## src/common/chip_reset_pkg.sv

```systemverilog
package chip_reset_pkg;
	// Clock and documented timing, times in nanoseconds
	localparam int CLK_PERIOD_NS   = 25;
	localparam int POR_RELEASE_NS  = 500000;
	localparam int RX_RELEASE_NS   = 900000;
	localparam int SW_RELEASE_NS   = 650000;
	localparam int RAM_CHECK_NS    = 1250000;
	localparam int RX_LOW_MIN_NS   = 64000000;
	// Cycle counts: longest times round down, least times round up
	localparam int POR_RELEASE_CYC = POR_RELEASE_NS / CLK_PERIOD_NS;
	localparam int RX_RELEASE_CYC  = RX_RELEASE_NS / CLK_PERIOD_NS;
	localparam int SW_RELEASE_CYC  = SW_RELEASE_NS / CLK_PERIOD_NS;
	localparam int RAM_CHECK_CYC   = RAM_CHECK_NS / CLK_PERIOD_NS;
	localparam int RX_LOW_MIN_CYC  = (RX_LOW_MIN_NS + CLK_PERIOD_NS - 1) / CLK_PERIOD_NS;
	localparam int CNT_W           = 22;

	// Register indexes; byte address is four times the index
	localparam int          ADDR_W         = 12;
	localparam int          IDX_W          = 10;
	localparam logic [9:0]  IDX_SYS_CTRL   = 10'h180;
	localparam logic [9:0]  IDX_SW_RESET   = 10'h1BF;
	localparam logic [9:0]  IDX_IRQ_STATUS = 10'h1C0;
	localparam logic [9:0]  IDX_IRQ_MASK   = 10'h1C1;

	// System control layout
	localparam int          SRC_LSB        = 24;
	localparam int          SRC_MSB        = 26;
	localparam int          SYS_RW_W       = 24;
	localparam logic [2:0]  SRC_POR        = 3'h1;
	localparam logic [2:0]  SRC_RX         = 3'h3;
	localparam logic [2:0]  SRC_SW         = 3'h4;
	localparam logic [31:0] SW_RESET_KEY   = 32'h4572BEAF;
	localparam logic [31:0] ZERO_WORD      = 32'h0000_0000;

	// Interrupt status and mask bits
	localparam int          IRQ_W          = 3;
	localparam int          IRQ_EXIT       = 0;
	localparam int          IRQ_RAM_OK     = 1;
	localparam int          IRQ_RAM_ERR    = 2;

	typedef enum logic [1:0] {sPorHold, sRxHold, sRelease, sRun} rstState_t;

	// APB request from the master
	typedef struct packed {
		logic              psel;
		logic              penable;
		logic              pwrite;
		logic [ADDR_W-1:0] paddr;
		logic [31:0]       pwdata;
	} apbReq_t;
endpackage

```

## src/hdl/chip_reset_control.sv

```systemverilog
`timescale 1ns/1ps
module chip_reset_control
	import chip_reset_pkg::*;
#(
	parameter int PorReleaseCyc = POR_RELEASE_CYC,
	parameter int RxReleaseCyc  = RX_RELEASE_CYC,
	parameter int SwReleaseCyc  = SW_RELEASE_CYC,
	parameter int RamCheckCyc   = RAM_CHECK_CYC,
	parameter int RxLowMinCyc   = RX_LOW_MIN_CYC
)
(
	input  wire logic        clk,       // 40 MHz chip clock
	input  wire logic        sys_rst,   // Synchronous reset, high
	input  wire logic        supplyOk,  // Supply monitor: high above 1.45 V, async
	input  wire logic        rxPin,     // Serial receive line, async
	input  wire logic        ramFault,  // RAM check error strobe, same clock
	input  wire apbReq_t     apbIn,     // APB request
	output logic             pready,    // APB ready
	output logic [31:0]      prdata,    // APB read data
	output logic             pslverr,   // APB error on unmapped index
	output logic             chipRst,   // Chip held in reset
	output logic             uartEn,    // Serial interface may run
	output logic             ramAccess, // RAM open to host and datapath
	output logic             irq        // Level interrupt
);

	// Two-flop synchronisers for the pins
	logic supplySync1_r;
	logic supplySync_r;
	logic rxSync1_r;
	logic rxSync_r;

	always_ff @(posedge clk)
	begin
		if (sys_rst)
		begin
			supplySync1_r <= 1'b0;
			supplySync_r  <= 1'b0;
			rxSync1_r     <= 1'b1;
			rxSync_r      <= 1'b1;
		end
		else
		begin
			supplySync1_r <= supplyOk;
			supplySync_r  <= supplySync1_r;
			rxSync1_r     <= rxPin;
			rxSync_r      <= rxSync1_r;
		end
	end

	// APB decode
	logic [IDX_W-1:0] idx;
	logic             setupPh;
	logic             wrEn;
	logic             mapped;
	logic             keyWrite;

	assign idx      = apbIn.paddr[ADDR_W-1:2];
	assign setupPh  = apbIn.psel && !apbIn.penable;
	assign wrEn     = apbIn.psel && apbIn.penable && pready && apbIn.pwrite;
	assign mapped   = (idx == IDX_SYS_CTRL) || (idx == IDX_SW_RESET) ||
	                  (idx == IDX_IRQ_STATUS) || (idx == IDX_IRQ_MASK);
	assign keyWrite = wrEn && (idx == IDX_SW_RESET) && (apbIn.pwdata == SW_RESET_KEY);

	// Reset sequencer state
	rstState_t        state_r, state_nxt;
	logic [CNT_W-1:0] cnt_r, cnt_nxt;
	logic [CNT_W-1:0] rxLowCnt_r, rxLowCnt_nxt;
	logic [2:0]       source_r, source_nxt;
	logic             rxTrip;
	logic             exitNow;

	assign rxTrip  = !rxSync_r && (rxLowCnt_r == CNT_W'(RxLowMinCyc - 1));
	assign exitNow = (state_r == sRelease) && (cnt_r == '0);

	// Next state: supply loss beats line reset, which beats the key
	always_comb
	begin
		state_nxt    = state_r;
		cnt_nxt      = cnt_r;
		source_nxt   = source_r;
		rxLowCnt_nxt = rxLowCnt_r;
		if (rxSync_r || state_r == sPorHold || state_r == sRxHold)
			rxLowCnt_nxt = '0;
		else if (!rxTrip)
			rxLowCnt_nxt = rxLowCnt_r + 1'b1;
		if (!supplySync_r)
		begin
			state_nxt  = sPorHold;
			source_nxt = SRC_POR;
		end
		else if (rxTrip && state_r != sPorHold)
		begin
			state_nxt  = sRxHold;
			source_nxt = SRC_RX;
		end
		else
		begin
			case (state_r)
				sPorHold:
				begin
					state_nxt = sRelease;
					cnt_nxt   = CNT_W'(PorReleaseCyc - 1);
				end
				sRxHold:
				begin
					if (rxSync_r)
					begin
						state_nxt = sRelease;
						cnt_nxt   = CNT_W'(RxReleaseCyc - 1);
					end
				end
				sRelease:
				begin
					if (cnt_r == '0)
						state_nxt = sRun;
					else
						cnt_nxt = cnt_r - 1'b1;
				end
				default:
				begin
					// Key acts only while running; during reset it is just stored
					if (keyWrite)
					begin
						state_nxt  = sRelease;
						cnt_nxt    = CNT_W'(SwReleaseCyc - 1);
						source_nxt = SRC_SW;
					end
				end
			endcase
		end
	end

	always_ff @(posedge clk)
	begin
		if (sys_rst)
		begin
			state_r    <= sPorHold;
			cnt_r      <= '0;
			rxLowCnt_r <= '0;
			source_r   <= SRC_POR;
		end
		else
		begin
			state_r    <= state_nxt;
			cnt_r      <= cnt_nxt;
			rxLowCnt_r <= rxLowCnt_nxt;
			source_r   <= source_nxt;
		end
	end

	// RAM self-check after exit; a fault anywhere in the window keeps RAM shut
	logic [CNT_W-1:0] ramCnt_r, ramCnt_nxt;
	logic             ramBusy_r, ramBusy_nxt;
	logic             ramErr_r, ramErr_nxt;
	logic             ramOk_r, ramOk_nxt;
	logic             ramDone;
	logic             inResetNxt;

	assign inResetNxt = (state_nxt != sRun);
	assign ramDone    = ramBusy_r && (ramCnt_r == '0);

	always_comb
	begin
		ramCnt_nxt  = ramCnt_r;
		ramBusy_nxt = ramBusy_r;
		ramErr_nxt  = ramErr_r;
		ramOk_nxt   = ramOk_r;
		if (inResetNxt)
		begin
			ramBusy_nxt = 1'b0;
			ramOk_nxt   = 1'b0;
		end
		else if (exitNow)
		begin
			ramBusy_nxt = 1'b1;
			ramErr_nxt  = 1'b0;
			ramCnt_nxt  = CNT_W'(RamCheckCyc - 1);
		end
		else if (ramBusy_r)
		begin
			ramErr_nxt = ramErr_r || ramFault;
			if (ramDone)
			begin
				ramBusy_nxt = 1'b0;
				ramOk_nxt   = !(ramErr_r || ramFault);
			end
			else
				ramCnt_nxt = ramCnt_r - 1'b1;
		end
	end

	always_ff @(posedge clk)
	begin
		if (sys_rst)
		begin
			ramCnt_r  <= '0;
			ramBusy_r <= 1'b0;
			ramErr_r  <= 1'b0;
			ramOk_r   <= 1'b0;
		end
		else
		begin
			ramCnt_r  <= ramCnt_nxt;
			ramBusy_r <= ramBusy_nxt;
			ramErr_r  <= ramErr_nxt;
			ramOk_r   <= ramOk_nxt;
		end
	end

	// Register file; control bits fall to default while the chip is in reset
	logic [SYS_RW_W-1:0] system_control_r, system_control_nxt;
	logic [31:0]         swKey_r, swKey_nxt;
	logic [IRQ_W-1:0]    irqStat_r, irqStat_nxt;
	logic [IRQ_W-1:0]    irqMask_r, irqMask_nxt;
	logic [IRQ_W-1:0]    irqSet;
	logic [31:0]         readMux;

	assign irqSet = {ramDone && (ramErr_r || ramFault), ramDone && !(ramErr_r || ramFault), exitNow};

	always_comb
	begin
		system_control_nxt = system_control_r;
		swKey_nxt   = swKey_r;
		irqMask_nxt = irqMask_r;
		irqStat_nxt = irqStat_r;
		if (wrEn && idx == IDX_SYS_CTRL)
			system_control_nxt = apbIn.pwdata[SYS_RW_W-1:0];
		if (wrEn && idx == IDX_SW_RESET)
			swKey_nxt = apbIn.pwdata;
		if (wrEn && idx == IDX_IRQ_MASK)
			irqMask_nxt = apbIn.pwdata[IRQ_W-1:0];
		if (wrEn && idx == IDX_IRQ_STATUS)
			irqStat_nxt = irqStat_r & ~apbIn.pwdata[IRQ_W-1:0];
		// Set after clear so an event in the clearing cycle survives
		irqStat_nxt = irqStat_nxt | irqSet;
		if (state_r != sRun)
		begin
			system_control_nxt = '0;
			if (!(wrEn && idx == IDX_SW_RESET))
				swKey_nxt = '0;
		end
	end

	// Read mux; reserved bits of system control read zero
	always_comb
	begin
		readMux = ZERO_WORD;
		if (idx == IDX_SYS_CTRL)
		begin
			readMux[SYS_RW_W-1:0]      = system_control_r;
			readMux[SRC_MSB:SRC_LSB]   = source_r;
		end
		else if (idx == IDX_SW_RESET)
			readMux = swKey_r;
		else if (idx == IDX_IRQ_STATUS)
			readMux[IRQ_W-1:0] = irqStat_r;
		else if (idx == IDX_IRQ_MASK)
			readMux[IRQ_W-1:0] = irqMask_r;
	end

	// Registers and flopped outputs; ready rises in every access phase
	always_ff @(posedge clk)
	begin
		if (sys_rst)
		begin
			system_control_r <= '0;
			swKey_r   <= '0;
			irqStat_r <= '0;
			irqMask_r <= '0;
			pready    <= 1'b0;
			prdata    <= ZERO_WORD;
			pslverr   <= 1'b0;
			chipRst   <= 1'b1;
			uartEn    <= 1'b0;
			ramAccess <= 1'b0;
			irq       <= 1'b0;
		end
		else
		begin
			system_control_r <= system_control_nxt;
			swKey_r   <= swKey_nxt;
			irqStat_r <= irqStat_nxt;
			irqMask_r <= irqMask_nxt;
			pready    <= setupPh;
			prdata    <= (setupPh && !apbIn.pwrite) ? readMux : ZERO_WORD;
			pslverr   <= setupPh && !mapped;
			chipRst   <= inResetNxt;
			uartEn    <= !inResetNxt;
			ramAccess <= ramOk_nxt;
			irq       <= |(irqStat_nxt & irqMask_nxt);
		end
	end

	// Checks on the sequencer
	property p_supplyHold;
		@(posedge clk) disable iff (sys_rst) !supplySync_r |=> chipRst && state_r == sPorHold;
	endproperty
	a_supplyHold: assert property (p_supplyHold) else $error("reset not held on low supply");
	property p_porSource;
		@(posedge clk) disable iff (sys_rst) state_r == sPorHold |-> source_r == SRC_POR;
	endproperty
	a_porSource: assert property (p_porSource) else $error("power-on source code wrong");
	property p_porRelease;
		@(posedge clk) disable iff (sys_rst)
			(state_r == sPorHold && supplySync_r) |=> state_r == sRelease && cnt_r == CNT_W'(PorReleaseCyc - 1);
	endproperty
	a_porRelease: assert property (p_porRelease) else $error("power-on release delay wrong");
	property p_ramShut;
		@(posedge clk) disable iff (sys_rst) chipRst |-> !ramAccess && !uartEn;
	endproperty
	a_ramShut: assert property (p_ramShut) else $error("RAM or serial active in reset");
	property p_uartStart;
		@(posedge clk) disable iff (sys_rst) $fell(chipRst) |-> uartEn && !ramAccess [*8];
	endproperty
	a_uartStart: assert property (p_uartStart) else $error("serial late or RAM open early");
	property p_ramCheckLoad;
		@(posedge clk) disable iff (sys_rst) exitNow |=> ramBusy_r && ramCnt_r == CNT_W'(RamCheckCyc - 1);
	endproperty
	a_ramCheckLoad: assert property (p_ramCheckLoad) else $error("RAM check not started on exit");
	// Power-on hold outranks a count that ran up during the supply loss
	property p_rxTrip;
		@(posedge clk) disable iff (sys_rst)
			(rxTrip && supplySync_r && state_r != sPorHold) |=> state_r == sRxHold && source_r == SRC_RX;
	endproperty
	a_rxTrip: assert property (p_rxTrip) else $error("line reset not taken");
	property p_rxRelease;
		@(posedge clk) disable iff (sys_rst)
			(state_r == sRxHold && rxSync_r && supplySync_r && !rxTrip) |=>
			state_r == sRelease && cnt_r == CNT_W'(RxReleaseCyc - 1);
	endproperty
	a_rxRelease: assert property (p_rxRelease) else $error("line release delay wrong");
	property p_noReserved;
		@(posedge clk) disable iff (sys_rst) source_r != 3'h0 && source_r != 3'h2;
	endproperty
	a_noReserved: assert property (p_noReserved) else $error("reserved source code reported");
	property p_keyReset;
		@(posedge clk) disable iff (sys_rst)
			(keyWrite && state_r == sRun && supplySync_r && !rxTrip) |=>
			chipRst && source_r == SRC_SW && cnt_r == CNT_W'(SwReleaseCyc - 1);
	endproperty
	a_keyReset: assert property (p_keyReset) else $error("software reset not taken");
	property p_otherValue;
		@(posedge clk) disable iff (sys_rst)
			(wrEn && idx == IDX_SW_RESET && !keyWrite && state_r == sRun && supplySync_r && !rxTrip) |=>
			!chipRst && swKey_r == $past(apbIn.pwdata);
	endproperty
	a_otherValue: assert property (p_otherValue) else $error("plain write misbehaved");
	property p_defaultState;
		@(posedge clk) disable iff (sys_rst) $rose(chipRst) |=> system_control_r == '0;
	endproperty
	a_defaultState: assert property (p_defaultState) else $error("control not defaulted");

endmodule

```

## config.mk

```make
export PLATFORM = sky130hd
export DESIGN_NAME = chip_reset_control
export DESIGN_NICKNAME = d
export VERILOG_FILES = /design/src/common/chip_reset_pkg.sv /design/src/hdl/chip_reset_control.sv
export SDC_FILE = /design/constraint.sdc
export NUM_CORES = 1
export LEC_CHECK = 0
export ABC_CLOCK_PERIOD_IN_PS = 3200
export BUFFER_PORTS_ARGS = -buffer_cell sky130_fd_sc_hd__buf_2
export CORE_ASPECT_RATIO = 1.2
export CORE_MARGIN = 5
export CORE_UTILIZATION = 25
export CTS_BUF_LIST = sky130_fd_sc_hd__clkbuf_16
export CTS_CLUSTER_SIZE = 10
export DETAILED_ROUTE_END_ITERATION = 8
export GPL_ROUTABILITY_DRIVEN = 0
export GPL_TIMING_DRIVEN = 0
export PLACE_DENSITY_LB_ADDON = 0.12
export SLEW_MARGIN = 0
export SYNTH_ARGS = -nofsm -noshare
export SYNTH_HDL_FRONTEND = slang
export SYNTH_SLANG_ARGS = --single-unit
```

## constraint.sdc

```tcl
create_clock -name clk -period 3.2 [get_ports clk]
set_input_delay 0.48 -clock clk [delete_from_list [all_inputs] [get_ports clk]]
set_output_delay 0.48 -clock clk [all_outputs]
set_load 0.03 [all_outputs]
```

Word level (Yosys, flattened, before mapping)
Index checks and enable logic that the tools add are counted.
Widths: inputs -> output; s select.

word-level totals
  input bits = 52
  flip-flop bits (word level) = 177
  output and inout bits = 38
  word-level logic and storage cells = 134

cells by class
  $add $sub $neg = 3
  reductions and logical operators = 51
  eq/ne operators = 14
  bitwise gates (word level) = 11
  mux-type cells = 31

operator list
  cell                   count
  $mux 22                6
  $mux 32                3
  $pmux 22 s3            1
  $logic_not 22->1       2
  $sub 22x1->22 const B  2
  $eq 10x9->1 const B    4
  $eq 32x31->1 const B   1
  $mux 27                1
  $mux 24                1
  $add 22x1->22 const B  1
  $eq 22x22->1 const B   1
  $logic_and 1x1->1      17
  $mux 2                 8
  $mux 3                 5
  $ne 2x2->1 const B     5
  $reduce_or 2->1        5
  $reduce_or 3->1        3
  $not 1->1              7
  $and 3x3->3            2
  $logic_not 1->1        6
  $logic_or 1x1->1       6
  $pmux 2 s3             1
  $reduce_and 2->1       3
  $reduce_and 3->1       2
  11 further kinds       17

Longest topological paths before layout
Gate-level depths: netlist of run 1.

  depth after elaboration = 12
  gate-level depth with buffers = 11
  mapped depth without buffers = 9

Worst setup path before layout of run 1
OpenSTA, ideal clock, no wires.

  path type = register to register
  start = register pready
  end = register cnt_r[19]
  cell stages (with the launch flop) = 9
  setup time = 70 ps
  arrival time = 2519 ps
  buffers on the path = 1
  data required time = 3130 ps
  setup slack = 611 ps
  period minus slack after synthesis = 2589 ps
  cells stage by stage = dfxtp_1 -> nand4_1 -> or4_4 -> nor4_4 -> o211a_1 -> buf_4 -> nand2_2 -> or4_1 -> a21oi_1

between the ends
  word-level cells in the longest chain between the ends = 6

ends and longest elaborated chain
  item                                RTL line                   text
  start, declared                     chip_reset_control.sv:18   output logic pready,
  start signal, assigned              chip_reset_control.sv:285  pready <= setupPh;
  $logic_and 1x1->1 (2 in a row)      chip_reset_control.sv:60   assign wrEn = apbIn.psel && apbIn.penable && pready && apbIn.pwrite;
  $logic_and 1x1->1 (2 in a row)      chip_reset_control.sv:63   assign keyWrite = wrEn && (idx == IDX_SW_RESET) && (apbIn.pwdata == SW_RESET_KEY);
  $reduce_bool 4->1 (no source line)  n/a
  $reduce_and 5->1 (no source line)   n/a
  end signal, assigned                chip_reset_control.sv:146  cnt_r <= cnt_nxt;
  end, declared                       chip_reset_control.sv:67   logic [CNT_W-1:0] cnt_r, cnt_nxt;

Every way passes these cells.
A chain may end at the register's enable or synchronous reset.

Worst setup path after layout of run 1
  start = register pready
  end = register cnt_r[3]

The elaborated chain is that of the path after synthesis.

==> flow_summary.ini, run 1 <==
[status]
status = finished clean

[timing]
slew_violations = 0
max_freq_mhz = 344
rsz0062_at_grt = no
tightest_slew_ps = 1220
setup_viol_count_final = 0
skew_ps = 13.3
slew_headroom_pct = 18.0
period_share_pct = 90.8
fin_crit_ps = 2910
fin_tns_setup_ps = 0
hold_viol_final = 0

[pwr]
leakagePower_uw = 0.00298
ir_worst_vdd_mv = 0.255
finalPower_uw = 4450
p_per_area_nw_per_um2 = 510

[floorplan]
die_x_um = 165
dieArea_um2 = 32500
die_h_um = 197
placementRows = 68
io_pins = 90
initial_core_util_pct = 25.3
core-area_um2 = 28700

[cts]
clock-sinks = 177
cts_tree = yes
clk_latency_ps = 440
post_cts_buffers = 0
clock_path_buffers = 2
cts_buffers = 17
path_clk_slew_ps = 70
htree_levels = 4
cts-root-buf = clkbuf_16

[setup_path]
slowest_delay_ps = 640
cp.required_ps = 3480
endpoint_kind = flip-flop
worst_path_max_delay_cell = or4_4
crit_path_max_fanout = 5
r2r_slack_ps = 290
ff2ff_path_depth = 7
worstSetupPathType = flip-flop to flip-flop
arrival_ps = 3190
cp_cell_sequence = nand4_1 -> or4_4 -> nor4_4 -> o21a_1 -> nand2_1 -> nor2_1 -> a311oi_1
worstSetupStartpointType = flip-flop

[cells_and_area]
synthToLayoutAreaGrowth_pct = 20.2
drive_gt1_share_pct = 15.5
fin_nets = 996
final_cells = 1337

[routing]
num_vias = 6217
first_iter_violations = 316
postRouteAntennaNets = 0
wire_per_inst_um = 16.0
drc = 0
drtPass1Iterations = 5
via_per_inst = 4.65
wl_mm = 21.4

[global_route]
grt.overflow.total = 0
grt_pass1_wl_mm = 34.2
grt_start_max_net_pins = 17
grt_pass1_vias = 6293
grt_usage_pct = 13.3
antenna_found_initial = 1

[logic_synthesis]
synth-warning-count = 0
ys_top_cells_by_area = dfxtp_1, nand2_1, a21oi_1
synthArstFlopShare_pct = 0
synthesis.nets = 891
yosysUniqueCellTypes = 61
ys_ff_latch = 177
synthesis.area_um2 = 7250
synth_ff_type = dfxtp_1
avgSynthCellArea_um2 = 8.69
syn_inst = 834
synth_top_cell_by_area = dfxtp_1
synth_top_area_share_pct = 48.9
seq_area_frac_synth_pct = 48.9
synth-edff-count = 0

[flow_run]
maxCapViolCount = 0

[place]
place_inst = 1305
hpwlAfterDp_mm = 15.5
io_buffers = 86

[hold_path]
min_path_type = primary input to flip-flop
hold_path_depth = 2
==> stage by stage <==
stage / setup slack, ps / cell area (um2) / hold WS (ps) / util, %
CTS: 208 / 8710 / 215 / 30.4
global route: 74.8 / 8710 / 222 / 30.4
global placement: -108 / 8160 / 398 / 28.5
floorplan: 611 / 7250 / 389 / -
finish: 293 / 8710 / 239 / 30.4
detailed placement: -72.5 / 8160 / 399 / 28.5
==> worst paths after layout <==
kind / startpoint / endpoint
setup / recovery: pready / cnt_r[3]
hold / removal: rxPin / rxSync1_r
setup reg to reg: pready / cnt_r[3]
hold reg to reg: rxSync1_r / rxSync_r
==> routing by layer <==
| metal | up-vias | part of all wire [%] | global-route usage, % |
|---|---|---|---|
| met2 | 139 | 48 | 22.2 |
| li1 | 3147 | - | - |
| met1 | 2913 | 46 | 17.3 |
| met3 | 18 | 4.5 | 2.74 |
| met5 | - | 0 | 0 |
| met4 | 0 | 1.3 | 3.82 |
==> cells in the final DEF, fill, tap and decap left out, types with 6 or more instances in the layout <==
cell	netlist	routed
or3_1	13	13
nor3_1	29	29
xnor2_1	27	27
nand4b_1	7	7
nor4_2	7	7
clkbuf_16	0	17
and2_1	6	6
a22o_1	23	23
nand2_1	111	111
clkbuf_1	34	34
o21ai_0	22	22
buf_2	5	91
or2_2	8	8
o21ai_1	6	6
dfxtp_1	177	177
xor2_1	15	15
inv_1	13	15
a21oi_1	79	79
nand4_1	11	11
nor4_1	13	13
nand3_1	48	48
or4_1	12	12
nor2_1	83	83
==> worst max-delay path: cells and delay by family, from the launching register on <==
kind             cells  cell delay, ps
AO/OA/AOI/OAI        2             430
flip-flops           1             340
AND/OR/NAND/NOR      5            1990
==> state kept, by name (all words and copies together) (netlist names) <==
signal / count
rxSync1_r: 1
prdata: 32
pslverr: 1
system_control_r: 24
ramCnt_r: 22
irqMask_r: 3
irq: 1
ramErr_r: 1
pready: 1
rxLowCnt_r: 22
chipRst: 1
ramAccess: 1
supplySync1_r: 1
state_r: 2
ramBusy_r: 1
uartEn: 1
rxSync_r: 1
swKey_r: 32
source_r: 3
irqStat_r: 3
cnt_r: 22
supplySync_r: 1
==> kinds of logic (layout without fill, tap and decap cells) <==
kind of cell	count (synthesis)	after routing	share of synthesized area, %
multiplexers	8	8	1.16
AO/OA/AOI/OAI	165	165	14.2
flip-flops	177	177	48.9
XOR/XNOR	42	42	5.08
adder cells (fa/ha/maj)	5	5	0.863
other	0	1	0
buffers and inverters	58	175	3.19
AND/OR/NAND/NOR	379	379	26.6
==> area by class of cell <==
| class | count | area [um2] |
|---|---|---|
| Antenna cell | 1 | 2.50 |
| Multi-Input combinational cell | 599 | 3480 |
| Timing Repair Buffer | 86 | 430 |
| Tap cell | 385 | 482 |
| Inverter | 14 | 52.6 |
| Clock inverter | 14 | 120 |
| Fill cell | 3131 | 20000 |
| Sequential cell | 177 | 3540 |
| Buffer | 44 | 179 |
| Clock buffer | 17 | 425 |
==> power breakdown <==
| part | internal, uW | leakage (uW) | switching [uW] |
|---|---|---|---|
| combinational | 77.6 | 0.00129 | 148 |
| clock | 1070 | 0.000269 | 920 |
| sequential | 2220 | 0.00143 | 15.6 |
==> synth_stat cells, drive strengths merged, types with 7 or more instances <==
cell type / count
dfxtp: 177
nand2: 112
nor2: 83
a21oi: 79
nand3: 48
clkbuf: 34
nor3: 30
o21ai: 28
xnor2: 27
a22o: 23
nor4: 21
xor2: 15
inv: 13
or3: 13
or4: 13
nand4: 11
buf: 10
or2: 8
and2: 7
nand4b: 7
==> repair_timing <==
item	CTS	global route
resized for setup	0	1
endpoints found under the setup margin	0	2
hold buffers	0	0
Note: power is estimated with default switching activity, not from simulation.
==> run 2: changes to the inputs <==
Settings changed: PLACE_DENSITY set to 0.49, PLACE_DENSITY_LB_ADDON 0.12 to not set.
==> run 2 against run 1 <==
Via count is 0.47% higher. Setup slack better by 88 ps. Core utilization increased by 0.15 points. Die area unchanged. Power grew 2.1%. Routed wire length shrank 6.5%. Final cell count unchanged. Sequential power about the same. Clock-buffer cell count unchanged. Sequential share of layout area decreased by 0.20 points.
==> flow_summary.ini, run 2 (synthesized netlist as in run 1, its figures left out) <==
[floorplan]
placementRows = 68
dieArea_um2 = 32500
initial_core_util_pct = 25.3
io_pins = 90
die_h_um = 197
core-area_um2 = 28700
die_x_um = 165

[cells_and_area]
synthToLayoutAreaGrowth_pct = 20.8
fin_nets = 996
fillers = 3079
largestRegisters = prdata: 32 flops, swKey_r: 32 flops, system_control_r: 24 flops
antenna_cells = 0
final_common_cell = dfxtp_1
final_cell_mix = dfxtp_1, nand2_1, buf_2, nor2_1, a21oi_1
drive_gt1_share_pct = 15.9

[setup_path]
cp_cell_sequence = buf_2 -> nand3b_1 -> or4_1 -> nor4_1 -> clkbuf_1 -> nand2_1 -> a21oi_1
worstSetupStartpointType = primary input
r2r_slack_ps = 380
rr_startpoint = cnt_r[2]
crit_path_max_fanout = 10
cp.required_ps = 3560
arrival_ps = 3180
worstSetupPathType = primary input to flip-flop
worst_path_max_delay_cell = nor4_1
slowest_delay_ps = 900
endpoint_kind = flip-flop
critical_path.startpoint = apbIn[43]

[timing]
fin_crit_ps = 2820
period_share_pct = 88.1
slew_headroom_pct = 21.5
fin_tns_setup_ps = 0
slew_violations = 0
hold_viol_final = 0
setup_viol_count_final = 0
skew_ps = 7.37
finalWorstSetupSlack_ps = 380
rsz0062_at_grt = no
tightest_slew_ps = 1170
max_freq_mhz = 355

[routing]
drc = 0
drtPass1Iterations = 5
num_vias = 6246
first_iter_violations = 351
wl_mm = 20.0
wire_per_inst_um = 14.9
via_per_inst = 4.67
postRouteAntennaNets = 0

[place]
io_buffers = 86
hpwlAfterDp_mm = 14.6
dpl_worst_slack_ps = -64.2

[hold_path]
min_from = rxPin
min_path_type = primary input to flip-flop

[global_route]
grt_usage_pct = 12.3
antenna_found_initial = 0
grt_start_max_net_pins = 20
grt_pass1_vias = 5961
grt.overflow.total = 0
grt_pass1_wl_mm = 31.8

[pwr]
ir_worst_vdd_mv = 0.314
p_per_area_nw_per_um2 = 518
leakagePower_uw = 0.00300

[cts]
clock-sinks = 177
cts_buffers = 17
clk_latency_ps = 430
clock_path_buffers = 2
htree_levels = 4
path_clk_slew_ps = 70
cts-root-buf = clkbuf_16
ctsResizeCount = 0
cts_hold_buf = 0
post_cts_buffers = 0
cts_tree = yes

[status]
status = finished clean

[flow_run]
maxCapViolCount = 0
==> run 2: per-layer routing <==
metal	global-route usage [%]	part of all wire, %	vias up
li1	-	-	3157
met5	0	0	-
met3	2.78	4.5	19
met4	3.12	1.1	0
met2	20.0	47	136
met1	16.4	47	2934
==> run 2: stage by stage <==
step	instances	instance area (um2)	util [%]	total power (uW)	hold WS [ps]
global route	1337	8750	30.5	4720	215
detailed placement	1305	8160	28.5	2510	397
floorplan	834	7250	-	2410	389
CTS	1337	8750	30.5	4610	216
global placement	1305	8160	28.5	2510	395
finish	1337	8750	30.5	4540	233
==> run 2: final timing paths <==
kind,depth (start not counted),end
worst max-delay path,7,system_control_r[21]
worst min-delay path,2,rxSync1_r
worst max register to register,6,ramCnt_r[13]
worst min register to register,1,rxSync_r
==> run 2: cell type report <==
type | instances | area [um2] | share of cell area, %
Sequential cell | 177 | 3540 | 40.5
Multi-Input combinational cell | 599 | 3470 | 39.7
Tap cell | 385 | 482 | 5.50
Timing Repair Buffer | 86 | 430 | 4.92
Clock buffer | 17 | 425 | 4.86
Buffer | 44 | 179 | 2.04
Clock inverter | 15 | 169 | 1.93
Inverter | 14 | 52.6 | 0.600
==> run 2: critical path, delay by kind of cell <==
kind	cells	cell delay (ps)
simple gates	4	1980
buf+inv	2	560
compound gates	1	150
==> run 2: report_power, final <==
part	internal (uW)	leakage [uW]	switching (uW)
Sequential	2220	0.00143	15.4
Combinational	77.4	0.00129	149
Clock	1050	0.000284	1030
Total	3350	0.00300	1190
==> run 3: changes to the inputs <==
Settings changed: CELL_PAD_IN_SITES_DETAIL_PLACEMENT set to 1, CELL_PAD_IN_SITES_GLOBAL_PLACEMENT set to 2, PLACE_DENSITY 0.49 to 0.68.
==> run 3 against run 2 <==
Global-route usage increased by 1.5 points. Setup slack lost 77 ps. Critical path depth up 1. Largest cell class unchanged. First-iteration DRC count down 30%. Highest routed layer is now met5.
==> flow_summary.ini, run 3 (synthesized netlist as in run 1, its figures left out) <==
[global_route]
grt_start_max_net_pins = 19
antenna_found_initial = 1
grt_usage_pct = 13.7
grt_pass1_wl_mm = 35.6
grt.overflow.total = 0
grt_pass1_vias = 6626

[cts]
cts_buffers = 17
clock-sinks = 177
cts_hold_buf = 0
clock_path_buffers = 2
htree_levels = 4
cts_tree = yes
path_clk_slew_ps = 70
clk_latency_ps = 430
cts-root-buf = clkbuf_16

[cells_and_area]
synthToLayoutAreaGrowth_pct = 20.5
drive_gt1_share_pct = 15.9
postLayoutCoreUtil_pct = 30.5
fin_nets = 996
final_cells = 1336
largestRegisters = prdata: 32 flops, swKey_r: 32 flops, system_control_r: 24 flops
final_cell_mix = dfxtp_1, nand2_1, buf_2, nor2_1, a21oi_1
fillers = 3442
antenna_cells = 0
final_common_cell = dfxtp_1

[floorplan]
core-area_um2 = 28700
placementRows = 68
initial_core_util_pct = 25.3
io_pins = 90
dieArea_um2 = 32500
die_h_um = 197
die_x_um = 165

[pwr]
leakagePower_uw = 0.00299
ir_worst_vdd_mv = 0.298
p_per_area_nw_per_um2 = 514

[timing]
period_share_pct = 90.5
skew_ps = 11.6
slew_headroom_pct = 15.6
setup_viol_count_final = 0
fin_crit_ps = 2900
rsz0062_at_grt = no
slew_violations = 0
tightest_slew_ps = 1260
hold_viol_final = 0
max_freq_mhz = 345

[routing]
num_vias = 6295
drtPass1Iterations = 4
first_iter_violations = 246
postRouteAntennaNets = 0
wl_mm = 22.0
wire_per_inst_um = 16.4
drc = 0
via_per_inst = 4.71

[place]
io_buffers = 86
hpwlAfterDp_mm = 16.0
place_inst = 1305

[status]
status = finished clean

[hold_path]
min_path_type = primary input to flip-flop

[setup_path]
endpoint_kind = flip-flop
cp.required_ps = 3500
worstSetupPathType = flip-flop to flip-flop
arrival_ps = 3200
worstSetupStartpointType = flip-flop
crit_path_max_fanout = 10

[flow_run]
maxCapViolCount = 0
[run 3: layer usage]
layer,part of all wire (%),GRT usage (%),wire length [um],up-vias
met1,46,17.3,10100,3035
met4,1.5,3.97,334,2
li1,-,-,-,3152
met2,50,23.7,10900,89
met5,0.059,0,13,-
met3,2.7,2.55,592,17
[run 3: power by group]
part	switching (uW)	total (uW)	internal, uW
clock	995	2030	1030
sequential	16.1	2230	2220
combinational	149	226	77.3
[run 3: cell type report]
| type | count | area (um2) | share of cell area (%) |
|---|---|---|---|
| Clock buffer | 17 | 425 | 4.87 |
| Multi-Input combinational cell | 599 | 3480 | 39.8 |
| Sequential cell | 177 | 3540 | 40.6 |
| Clock inverter | 14 | 143 | 1.63 |
| Timing Repair Buffer | 86 | 430 | 4.93 |
| Buffer | 44 | 179 | 2.05 |
| Inverter | 14 | 52.6 | 0.602 |
| Tap cell | 385 | 482 | 5.52 |
[run 3: worst paths after layout]
kind         cells past startpoint  slack (ps)  startpoint           end
max                              8         300    cnt_r[2]  ramCnt_r[19]
min                              2         280   apbIn[45]        pready
max reg2reg                      8         300    cnt_r[2]  ramCnt_r[19]
min reg2reg                      1         410   rxSync1_r      rxSync_r
[run 3: critical path: stages, from the launching register on]
cell and delay [ps]:
dfxtp_1 350, or3_1 390, nor4_2 460, nand4_1 530, o31a_1 320, buf_2 230
nor3_1 280, xnor2_1 150, nor2_1 50
[run 3: stage by stage]
step / setup slack [ps] / setup TNS, ps / cell area [um2] / power (uW) / hold WS, ps
4_1_cts: 115 / 0 / 8730 / 4560 / 252
6_report: 303 / 0 / 8730 / 4490 / 277
2_1_floorplan: 611 / 0 / 7250 / 2410 / 389
3_3_place_gp: -48.0 / -265 / 8160 / 2510 / 395
3_5_place_dp: -14.5 / -88.7 / 8160 / 2510 / 399
5_1_grt: 46.3 / 0 / 8730 / 4670 / 270
[run 3: timing repair]
action | in CTS | in global routing
setup endpoints to repair | 0 | 10
setup buffers | 0 | 0
resized for setup | 0 | 1
